## src/design/wcl_pkg.sv

```systemverilog
// Purpose: shared constants and carriers for the window limit bank
// Assumes: 8-bit registers on a 32-bit classic wishbone bus
// Notes: register indexes are word indexes, byte address = index * 4
package wcl_pkg;
    localparam int unsigned ADR_W = 10;
    localparam int unsigned DAT_W = 32;
    localparam int unsigned REG_W = 8;
    localparam int unsigned RES_W = 12;
    localparam int unsigned NIB_W = 4;
    localparam int unsigned IDX_W = 8;
    localparam int unsigned HYS_W = 7;
    localparam int unsigned RUN_W = 5;
    localparam int unsigned NUM_CH = 2;

    localparam logic [IDX_W-1:0] IDX_CH1_LOW_UP = 8'h27;
    localparam logic [IDX_W-1:0] IDX_CH2_HYST = 8'h28;
    localparam logic [IDX_W-1:0] IDX_CH2_HIGH_UP = 8'h29;
    localparam logic [IDX_W-1:0] IDX_CH2_COUNT = 8'h2A;
    localparam logic [IDX_W-1:0] IDX_CH2_LOW_UP = 8'h2B;
    localparam logic [IDX_W-1:0] IDX_CH3_HYST = 8'h2C;
    localparam logic [IDX_W-1:0] IDX_CH3_HIGH_UP = 8'h2D;
    localparam logic [IDX_W-1:0] IDX_CH3_COUNT = 8'h2E;
    localparam logic [IDX_W-1:0] IDX_STATUS = 8'h40;

    localparam logic [REG_W-1:0] RST_HYST = 8'hF0;
    localparam logic [REG_W-1:0] RST_HIGH_UP = 8'hFF;
    localparam logic [REG_W-1:0] RST_COUNT = 8'h00;
    localparam logic [REG_W-1:0] RST_LOW_UP = 8'h00;

    // upper nibble holds the limit low bits, lower nibble hyst or count
    localparam int unsigned NIB_HI_LSB = 4;
    localparam int unsigned NIB_LO_LSB = 0;
    localparam int unsigned HYS_SHIFT = 3;
    localparam int unsigned ADR_LSB = 2;
    localparam int unsigned STAT_HIT_LSB = 2;

    typedef struct packed {
        logic cyc;
        logic stb;
        logic we;
        logic [3:0] sel;
        logic [ADR_W-1:0] adr;
        logic [DAT_W-1:0] dat;
    } wb_req_t;

    typedef struct packed {
        logic ack;
        logic [DAT_W-1:0] dat;
    } wb_rsp_t;

    typedef struct packed {
        logic [REG_W-1:0] hyst_reg;
        logic [REG_W-1:0] high_up;
        logic [REG_W-1:0] count_reg;
        logic [REG_W-1:0] low_up;
    } ch_cfg_t;

    typedef struct packed {
        logic valid;
        logic [RES_W-1:0] result;
    } sample_t;

    typedef enum logic [0:0] {
        BUS_IDLE = 1'b0,
        BUS_ACK = 1'b1
    } bus_state_t;
endpackage

```

## src/design/window_compare_limit_regs.sv

```systemverilog
// Purpose: limit, hysteresis and run-length bank with its comparators
// Assumes: classic wishbone master, samples from logic on core_clk
// Notes: one cycle wait state on every access, unmapped reads give zero
`timescale 1ns/10ps
`default_nettype none
module window_compare_limit_regs
    import wcl_pkg::*;
(
    input wire logic core_clk,
    input wire logic resetn,
    input wire wcl_pkg::wb_req_t wb_req,
    output wcl_pkg::wb_rsp_t wb_rsp,
    input wire wcl_pkg::sample_t ch2_sample,
    input wire wcl_pkg::sample_t ch3_sample,
    input wire logic [7:0] ch3_lower_limit_high_byte,
    output logic [1:0] chan_alert
);
    import wcl_pkg::*;

    typedef struct packed {
        bus_state_t bus;
        logic ack;
        logic [DAT_W-1:0] rdata;
        logic [REG_W-1:0] ch1_low_limit_upper;
        logic [REG_W-1:0] ch2_hyst_and_high_lower;
        logic [REG_W-1:0] ch2_high_limit_upper;
        logic [REG_W-1:0] ch2_count_and_low_lower;
        logic [REG_W-1:0] ch2_low_limit_upper;
        logic [REG_W-1:0] ch3_hyst_and_high_lower;
        logic [REG_W-1:0] ch3_high_limit_upper;
        logic [REG_W-1:0] ch3_count_and_low_lower;
    } bank_st_t;

    bank_st_t s_r;
    bank_st_t s_nxt;
    logic rst_n_sync;
    logic [IDX_W-1:0] idx;
    logic req;
    logic wr_en;
    logic [REG_W-1:0] wbyte;
    logic [REG_W-1:0] rbyte;
    logic hit_idx;
    ch_cfg_t cfg [NUM_CH];
    sample_t smp [NUM_CH];
    logic [NUM_CH-1:0] alert_w;
    logic [NUM_CH-1:0] hit_w;

    wcl_reset_sync u_rst (
        .core_clk(core_clk),
        .resetn(resetn),
        .rst_n_sync(rst_n_sync)
    );

    // channel 3 low byte lives outside this bank and arrives as a port
    always_comb begin
        cfg[0].hyst_reg = s_r.ch2_hyst_and_high_lower;
        cfg[0].high_up = s_r.ch2_high_limit_upper;
        cfg[0].count_reg = s_r.ch2_count_and_low_lower;
        cfg[0].low_up = s_r.ch2_low_limit_upper;
        cfg[1].hyst_reg = s_r.ch3_hyst_and_high_lower;
        cfg[1].high_up = s_r.ch3_high_limit_upper;
        cfg[1].count_reg = s_r.ch3_count_and_low_lower;
        cfg[1].low_up = ch3_lower_limit_high_byte;
        smp[0] = ch2_sample;
        smp[1] = ch3_sample;
    end

    genvar gi;
    generate
        for (gi = 0; gi < NUM_CH; gi++) begin : g_ch
            wcl_channel u_ch (
                .core_clk(core_clk),
                .rst_n(rst_n_sync),
                .cfg(cfg[gi]),
                .smp(smp[gi]),
                .alert(alert_w[gi]),
                .hit(hit_w[gi])
            );
        end
    endgenerate

    // word index from the byte address, low two bits ignored
    always_comb begin
        idx = wb_req.adr[ADR_LSB +: IDX_W];
        req = wb_req.cyc & wb_req.stb;
        wr_en = req & wb_req.we & wb_req.sel[0];
        wbyte = wb_req.dat[REG_W-1:0];
    end

    // read decode, consecutive indexes per channel
    always_comb begin
        rbyte = '0;
        hit_idx = 1'b1;
        case (idx)
            IDX_CH1_LOW_UP: begin
                rbyte = s_r.ch1_low_limit_upper;
            end
            IDX_CH2_HYST: begin
                rbyte = s_r.ch2_hyst_and_high_lower;
            end
            IDX_CH2_HIGH_UP: begin
                rbyte = s_r.ch2_high_limit_upper;
            end
            IDX_CH2_COUNT: begin
                rbyte = s_r.ch2_count_and_low_lower;
            end
            IDX_CH2_LOW_UP: begin
                rbyte = s_r.ch2_low_limit_upper;
            end
            IDX_CH3_HYST: begin
                rbyte = s_r.ch3_hyst_and_high_lower;
            end
            IDX_CH3_HIGH_UP: begin
                rbyte = s_r.ch3_high_limit_upper;
            end
            IDX_CH3_COUNT: begin
                rbyte = s_r.ch3_count_and_low_lower;
            end
            IDX_STATUS: begin
                rbyte = {4'h0, hit_w, alert_w};
            end
            default: begin
                hit_idx = 1'b0;
            end
        endcase
    end

    always_comb begin
        s_nxt = s_r;
        s_nxt.ack = 1'b0;
        case (s_r.bus)
            BUS_IDLE: begin
                // ack lands one edge after the request is seen
                if (req) begin
                    s_nxt.bus = BUS_ACK;
                    s_nxt.ack = 1'b1;
                    s_nxt.rdata = '0;
                    if (hit_idx) begin
                        s_nxt.rdata = {24'h000000, rbyte};
                    end
                end
            end
            BUS_ACK: begin
                // write commits on the ack edge, the only one master samples
                s_nxt.bus = BUS_IDLE;
                if (wr_en) begin
                    case (idx)
                        IDX_CH1_LOW_UP: begin
                            s_nxt.ch1_low_limit_upper = wbyte;
                        end
                        IDX_CH2_HYST: begin
                            s_nxt.ch2_hyst_and_high_lower = wbyte;
                        end
                        IDX_CH2_HIGH_UP: begin
                            s_nxt.ch2_high_limit_upper = wbyte;
                        end
                        IDX_CH2_COUNT: begin
                            s_nxt.ch2_count_and_low_lower = wbyte;
                        end
                        IDX_CH2_LOW_UP: begin
                            s_nxt.ch2_low_limit_upper = wbyte;
                        end
                        IDX_CH3_HYST: begin
                            s_nxt.ch3_hyst_and_high_lower = wbyte;
                        end
                        IDX_CH3_HIGH_UP: begin
                            s_nxt.ch3_high_limit_upper = wbyte;
                        end
                        IDX_CH3_COUNT: begin
                            s_nxt.ch3_count_and_low_lower = wbyte;
                        end
                        default: begin
                            s_nxt.bus = BUS_IDLE;
                        end
                    endcase
                end
            end
            default: begin
                s_nxt.bus = BUS_IDLE;
            end
        endcase
    end

    always_ff @(posedge core_clk or negedge rst_n_sync) begin
        if (!rst_n_sync) begin
            s_r.bus <= BUS_IDLE;
            s_r.ack <= 1'b0;
            s_r.rdata <= '0;
            s_r.ch1_low_limit_upper <= RST_LOW_UP;
            s_r.ch2_hyst_and_high_lower <= RST_HYST;
            s_r.ch2_high_limit_upper <= RST_HIGH_UP;
            s_r.ch2_count_and_low_lower <= RST_COUNT;
            s_r.ch2_low_limit_upper <= RST_LOW_UP;
            s_r.ch3_hyst_and_high_lower <= RST_HYST;
            s_r.ch3_high_limit_upper <= RST_HIGH_UP;
            s_r.ch3_count_and_low_lower <= RST_COUNT;
        end else begin
            s_r <= s_nxt;
        end
    end

    always_comb begin
        wb_rsp.ack = s_r.ack;
        wb_rsp.dat = s_r.rdata;
        chan_alert = alert_w;
    end
endmodule
`default_nettype wire

```

## src/design/wcl_reset_sync.sv

```systemverilog
// Purpose: release of the active low reset through two flip-flops
// Assumes: resetn may arrive at any time
// Notes: assertion is immediate, release takes two edges
`timescale 1ns/10ps
`default_nettype none
module wcl_reset_sync (
    input wire logic core_clk,
    input wire logic resetn,
    output logic rst_n_sync
);
    typedef struct packed {
        logic stage1;
        logic stage2;
    } sync_st_t;

    sync_st_t s_r;
    sync_st_t s_nxt;

    always_comb begin
        s_nxt = s_r;
        s_nxt.stage1 = 1'b1;
        s_nxt.stage2 = s_r.stage1;
    end

    always_ff @(posedge core_clk or negedge resetn) begin
        if (!resetn) begin
            s_r <= '0;
        end else begin
            s_r <= s_nxt;
        end
    end

    assign rst_n_sync = s_r.stage2;
endmodule
`default_nettype wire

```

## src/design/wcl_channel.sv

```systemverilog
// Purpose: window compare and run counter for one channel
// Assumes: sample strobe and result come from logic on core_clk
// Notes: hysteresis relaxes both limits only while the alert stands
`timescale 1ns/10ps
`default_nettype none
module wcl_channel
    import wcl_pkg::*;
(
    input wire logic core_clk,
    input wire logic rst_n,
    input wire wcl_pkg::ch_cfg_t cfg,
    input wire wcl_pkg::sample_t smp,
    output logic alert,
    output logic hit
);
    typedef struct packed {
        logic [RUN_W-1:0] run;
        logic alert;
        logic hit;
    } ch_st_t;

    ch_st_t s_r;
    ch_st_t s_nxt;
    logic [RES_W-1:0] high_lim;
    logic [RES_W-1:0] low_lim;
    logic [HYS_W-1:0] hyst;
    logic [NIB_W-1:0] need;
    logic [RES_W:0] high_rel;
    logic [RES_W:0] low_rel;
    logic above;
    logic below;
    logic exceed;

    always_comb begin
        high_lim = {cfg.high_up, cfg.hyst_reg[REG_W-1:NIB_HI_LSB]};
        low_lim = {cfg.low_up, cfg.count_reg[REG_W-1:NIB_HI_LSB]};
        hyst = {cfg.hyst_reg[NIB_W-1:NIB_LO_LSB], 3'h0};
        need = cfg.count_reg[NIB_W-1:NIB_LO_LSB];
        // widened by one bit so the relaxed limits cannot wrap
        high_rel = {1'b0, high_lim} - {6'h00, hyst};
        low_rel = {1'b0, low_lim} + {6'h00, hyst};
        if (high_rel[RES_W]) begin
            high_rel = '0;
        end
        // full 12-bit compare covers top byte and low nibble together
        if (s_r.alert) begin
            above = {1'b0, smp.result} > high_rel;
            below = {1'b0, smp.result} < low_rel;
        end else begin
            above = smp.result > high_lim;
            below = smp.result < low_lim;
        end
        exceed = above | below;
        s_nxt = s_r;
        if (smp.valid) begin
            s_nxt.hit = exceed;
            if (exceed) begin
                if (s_r.run <= {1'b0, need}) begin
                    s_nxt.run = s_r.run + 5'h01;
                end
                if (s_r.run >= {1'b0, need}) begin
                    s_nxt.alert = 1'b1;
                end
            end else begin
                s_nxt.run = '0;
                s_nxt.alert = 1'b0;
            end
        end
    end

    always_ff @(posedge core_clk or negedge rst_n) begin
        if (!rst_n) begin
            s_r <= '0;
        end else begin
            s_r <= s_nxt;
        end
    end

    assign alert = s_r.alert;
    assign hit = s_r.hit;
endmodule
`default_nettype wire

```

## config.mk

```make
export PLATFORM = sky130hd
export DESIGN_NAME = window_compare_limit_regs
export DESIGN_NICKNAME = d
export VERILOG_FILES = /design/src/design/wcl_pkg.sv /design/src/design/window_compare_limit_regs.sv /design/src/design/wcl_reset_sync.sv /design/src/design/wcl_channel.sv
export SDC_FILE = /design/constraint.sdc
export NUM_CORES = 1
export LEC_CHECK = 0
export BUFFER_PORTS_ARGS = -buffer_cell sky130_fd_sc_hd__buf_2
export CAP_MARGIN = 25
export CORE_MARGIN = 3
export CORE_UTILIZATION = 53
export DETAILED_ROUTE_END_ITERATION = 12
export GPL_ROUTABILITY_DRIVEN = 0
export PLACE_DENSITY = 0.83
export SLEW_MARGIN = 5
export SYNTH_ARGS = -nofsm -noshare
export SYNTH_HDL_FRONTEND = slang
export SYNTH_SLANG_ARGS = --single-unit
```

## constraint.sdc

```tcl
create_clock -name core_clk -period 2.5 [get_ports core_clk]
set_input_delay 0.25 -clock core_clk [delete_from_list [all_inputs] [get_ports core_clk]]
set_output_delay 0.25 -clock core_clk [all_outputs]
set_load 0.05 [all_outputs]
```

==> metrics.csv <==
metric,value,unit
synth_fa_ha_area_share,19.9,%
netlist_instances,831,
clock_sink_count,89,
grt-ovfl-total,0,
synth_edf_count,0,
finalInstanceArea,0.00917,mm^2
avgViaCountPerCell,5.86,
critPathMaxFanout,7,
clkTransAtPathRegs,0.07,ns
final_hold_viol_count,0,
grt_max_degree,46,
tightest_slew,0.941,ns
clock.fmax,286,MHz
critical_path_class,flip-flop to flip-flop,
vias,6793,
postLayoutSetupSlackWorst,-0.999,ns
finalSetupTns,-10.80,ns
cp_data_arrival_time,3.78,ns
synth_ff_type,dfrtp_1,
antenna_found_initial,0,
rows,43,
synthSimpleGateAreaFrac,14.4,%
p_per_area,454,mW/mm^2
numCtsBuffers,9,
ys_ff_latch,89,
worst_path_max_delay_cell,dfstp_2,
dr.pass1.iters,5,
hold_slack,0.179,ns
cts_root_buffer,clkbuf_16,
status,"complete, but fails checks",
muxShareOfSynthArea,7.50,%
synth_xor_area_share,2.78,%
period_share,140,%
wire_per_inst,17.8,um
initial_core_util,54.3,%
combinationalPowerShare,26.7,%
fin_crit,3.50,ns
power.switching,0.00139,W
clk_latency,0.35,ns
coreArea,0.0139,mm^2
crit_chain,"ha_4, nor2b_4, o21ai_2, nand2b_1, a211o_1, nor2_2, nand2_4, and2_4, ha_4, nor2b_1, o211ai_1, a211o_1, a31oi_4, o22ai_4, and2_4, o2bb2ai_2",
async_flop_share,100,%
n_antenna_cell,0,
ios,120,
p_seq_share,40.6,%
grt_pass1_wl,33.0,mm
cts_tree,built,
synth_warnings,0,
drtIter0Drc,482,
die_w,126,um
crit_buf_inv,0,
finClkSkew,0.00975,ns
grt_setup_unrepaired,yes,
clkPwrFrac,32.7,%
groute.usage.overall,25.9,%
synth_compound_area_share,16.9,%
crit_path_start_kind,flip-flop,
power.total,0.00416,W
syn_area_per_cell,9.11,um^2
max-vdd-ir-drop,0.377,mV
design.die.area,0.0158,mm^2
yosys.area.top_type_share,21.5,%
max-slew-margin-rel,37.1,%
final-setup-viol-count,14,
cellLeakagePower,4.63,nW
synth_top_family_by_area,adder cells,
io_buffers,66,
cts_buffer_depth,2,
ant_nets,0,
end_kind,flip-flop,
synth.distinct_cells,65,
drc,0,
syn_area,0.00757,mm^2
nets,1178,
intPower,0.00278,W
syn_to_final_growth,21.1,%
synthTopCellsByArea,"dfrtp_1 (21%), ha_1 (19%), dfstp_2 (8.3%), o21ai_0 (4.8%), nand2_1 (4.7%)",
synth-seq-area-share,29.8,%
fillCellCount,1062,
place_area,0.00861,mm^2
netSwitchingFraction,33.3,%
hold_class,primary input to flip-flop,
cp_top_family,compound AO/OA/AOI/OAI gates,
dp_hpwl,15.7,mm
htreeDepth,3,
synth_top_area_cell,dfrtp_1,
violations,setup timing,
drt_wl_total,20.6,mm
maxCapViolCount,0,
drv_slew,0,
die_height,126,um
slowest_delay,0.57,ns
drive_gt1_share,30.4,%
grt_pass1_vias,6828,
worstPathRequired,2.78,ns
[worst paths after layout]
kind	start	endpoint	slack (ns)	cells past startpoint
max	cfg[48]	g_ch[0].u_ch.s_r[3]	-1.0	16
min	ch2_sample[12]	g_ch[0].u_ch.s_r[6]	0.18	2
max reg2reg	cfg[48]	g_ch[0].u_ch.s_r[3]	-1.0	16
min reg2reg	u_rst.s_nxt[0]	u_rst.rst_n_sync	0.35	0
max in group asynchronous	u_rst.rst_n_sync	cfg[54]	1.48	1
min in group asynchronous	resetn	u_rst.rst_n_sync	0.21	2
[layout by cell type, fill, tap and decap left out, types with 7 or more instances in the layout]
cell type and count:
nor3_1 12, nand2b_1 12, buf_2 66, nand3_1 9, mux2i_1 11, nand2_2 7
dfstp_2 24, o21ai_1 9, nand4_1 18, a22o_1 8, ha_4 7, inv_1 78
xnor2_1 22, mux2_2 14, o22ai_1 11, dfrtp_1 63, nor2b_1 12, clkbuf_16 9
a21o_1 11, conb_1 25, nor2_1 28, nor2_2 7, ha_1 105, a21oi_1 38
mux2_4 8, mux4_2 8, o21ai_0 62, buf_4 91, nand2_1 86
[registers in the layout (all words and copies together), names as in the netlist]
signal / count
u_rst.s_nxt: 1
s_r: 8
g_ch.u_ch.alert: 2
cfg: 56
g_ch.u_ch.s_r: 10
u_rst.rst_n_sync: 1
wb_rsp: 9
g_ch.u_ch.hit: 2
[Yosys cell counts, types with 6 or more instances]
cell,instances
a21o_1,11
a21oi_1,43
a22o_1,8
and2_1,6
buf_2,6
buf_4,38
clkbuf_1,6
dfrtp_1,65
dfstp_2,24
ha_1,114
inv_1,81
mux2_2,14
mux2_4,8
mux2i_1,11
mux4_2,8
nand2_1,94
nand2b_1,12
nand3_1,9
nand4_1,18
nor2_1,32
nor2b_1,15
nor3_1,16
o211ai_1,6
o21ai_0,73
o22ai_1,13
xnor2_1,22
[cells by family (layout without fill, tap and decap cells)]
kind of cell	after synthesis	in the layout
mux	41	41
xor+xnor	24	24
flops	89	89
simple gates	223	223
other cells	2	25
buf+inv	132	258
fa+ha+maj	118	118
compound gates	202	202
[metrics by stage]
step | instances | utilization [%] | setup slack (ns)
6_report | 1160 | 65.8 | -0.999
5_1_grt | 1160 | 65.8 | -1.10
4_1_cts | 1158 | 64.7 | -0.808
3_5_place_dp | 1137 | 61.8 | -0.838
3_3_place_gp | 1137 | 61.8 | -0.723
2_1_floorplan | 854 | - | -0.502
[per-layer routing]
| layer | track usage, % | vias to the layer above | share of wire [%] |
|---|---|---|---|
| met5 | 0 | - | 0 |
| met4 | 13.3 | 0 | 4.7 |
| met3 | 4.49 | 79 | 6.0 |
| met2 | 43.7 | 251 | 49 |
| met1 | 31.9 | 3279 | 40 |
| li1 | - | 3184 | - |
[timing repair]
| item | CTS | global route |
|---|---|---|
| hold buffers | 1 | 0 |
| pin swaps | 12 | 21 |
| endpoints found under the hold margin | 2 | 0 |
| setup buffers | 4 | 2 |
| endpoints found under the setup margin | 14 | 14 |
| resized for setup | 20 | 33 |
[area by class of cell]
class | count | area, um^2 | area share, %
multi-input cells | 633 | 5020 | 54.8
clock buffers | 12 | 236 | 2.58
well taps | 180 | 225 | 2.46
flip-flops and latches | 89 | 2260 | 24.7
inverters | 81 | 304 | 3.32
repair buffers | 161 | 1070 | 11.6
clock inverters | 4 | 52.6 | 0.573
[power by group through the flow]
stage	clock, W	sequential (W)	combinational (W)
3_3_place_gp	0	0.00171	0.000985
2_1_floorplan	0	0.00167	0.000752
6_report	0.00136	0.00169	0.00111
4_1_cts	0.00137	0.00169	0.00107
5_1_grt	0.00144	0.00170	0.00123
3_5_place_dp	0	0.00171	0.00102
Note: power is estimated with default switching activity, not from simulation.
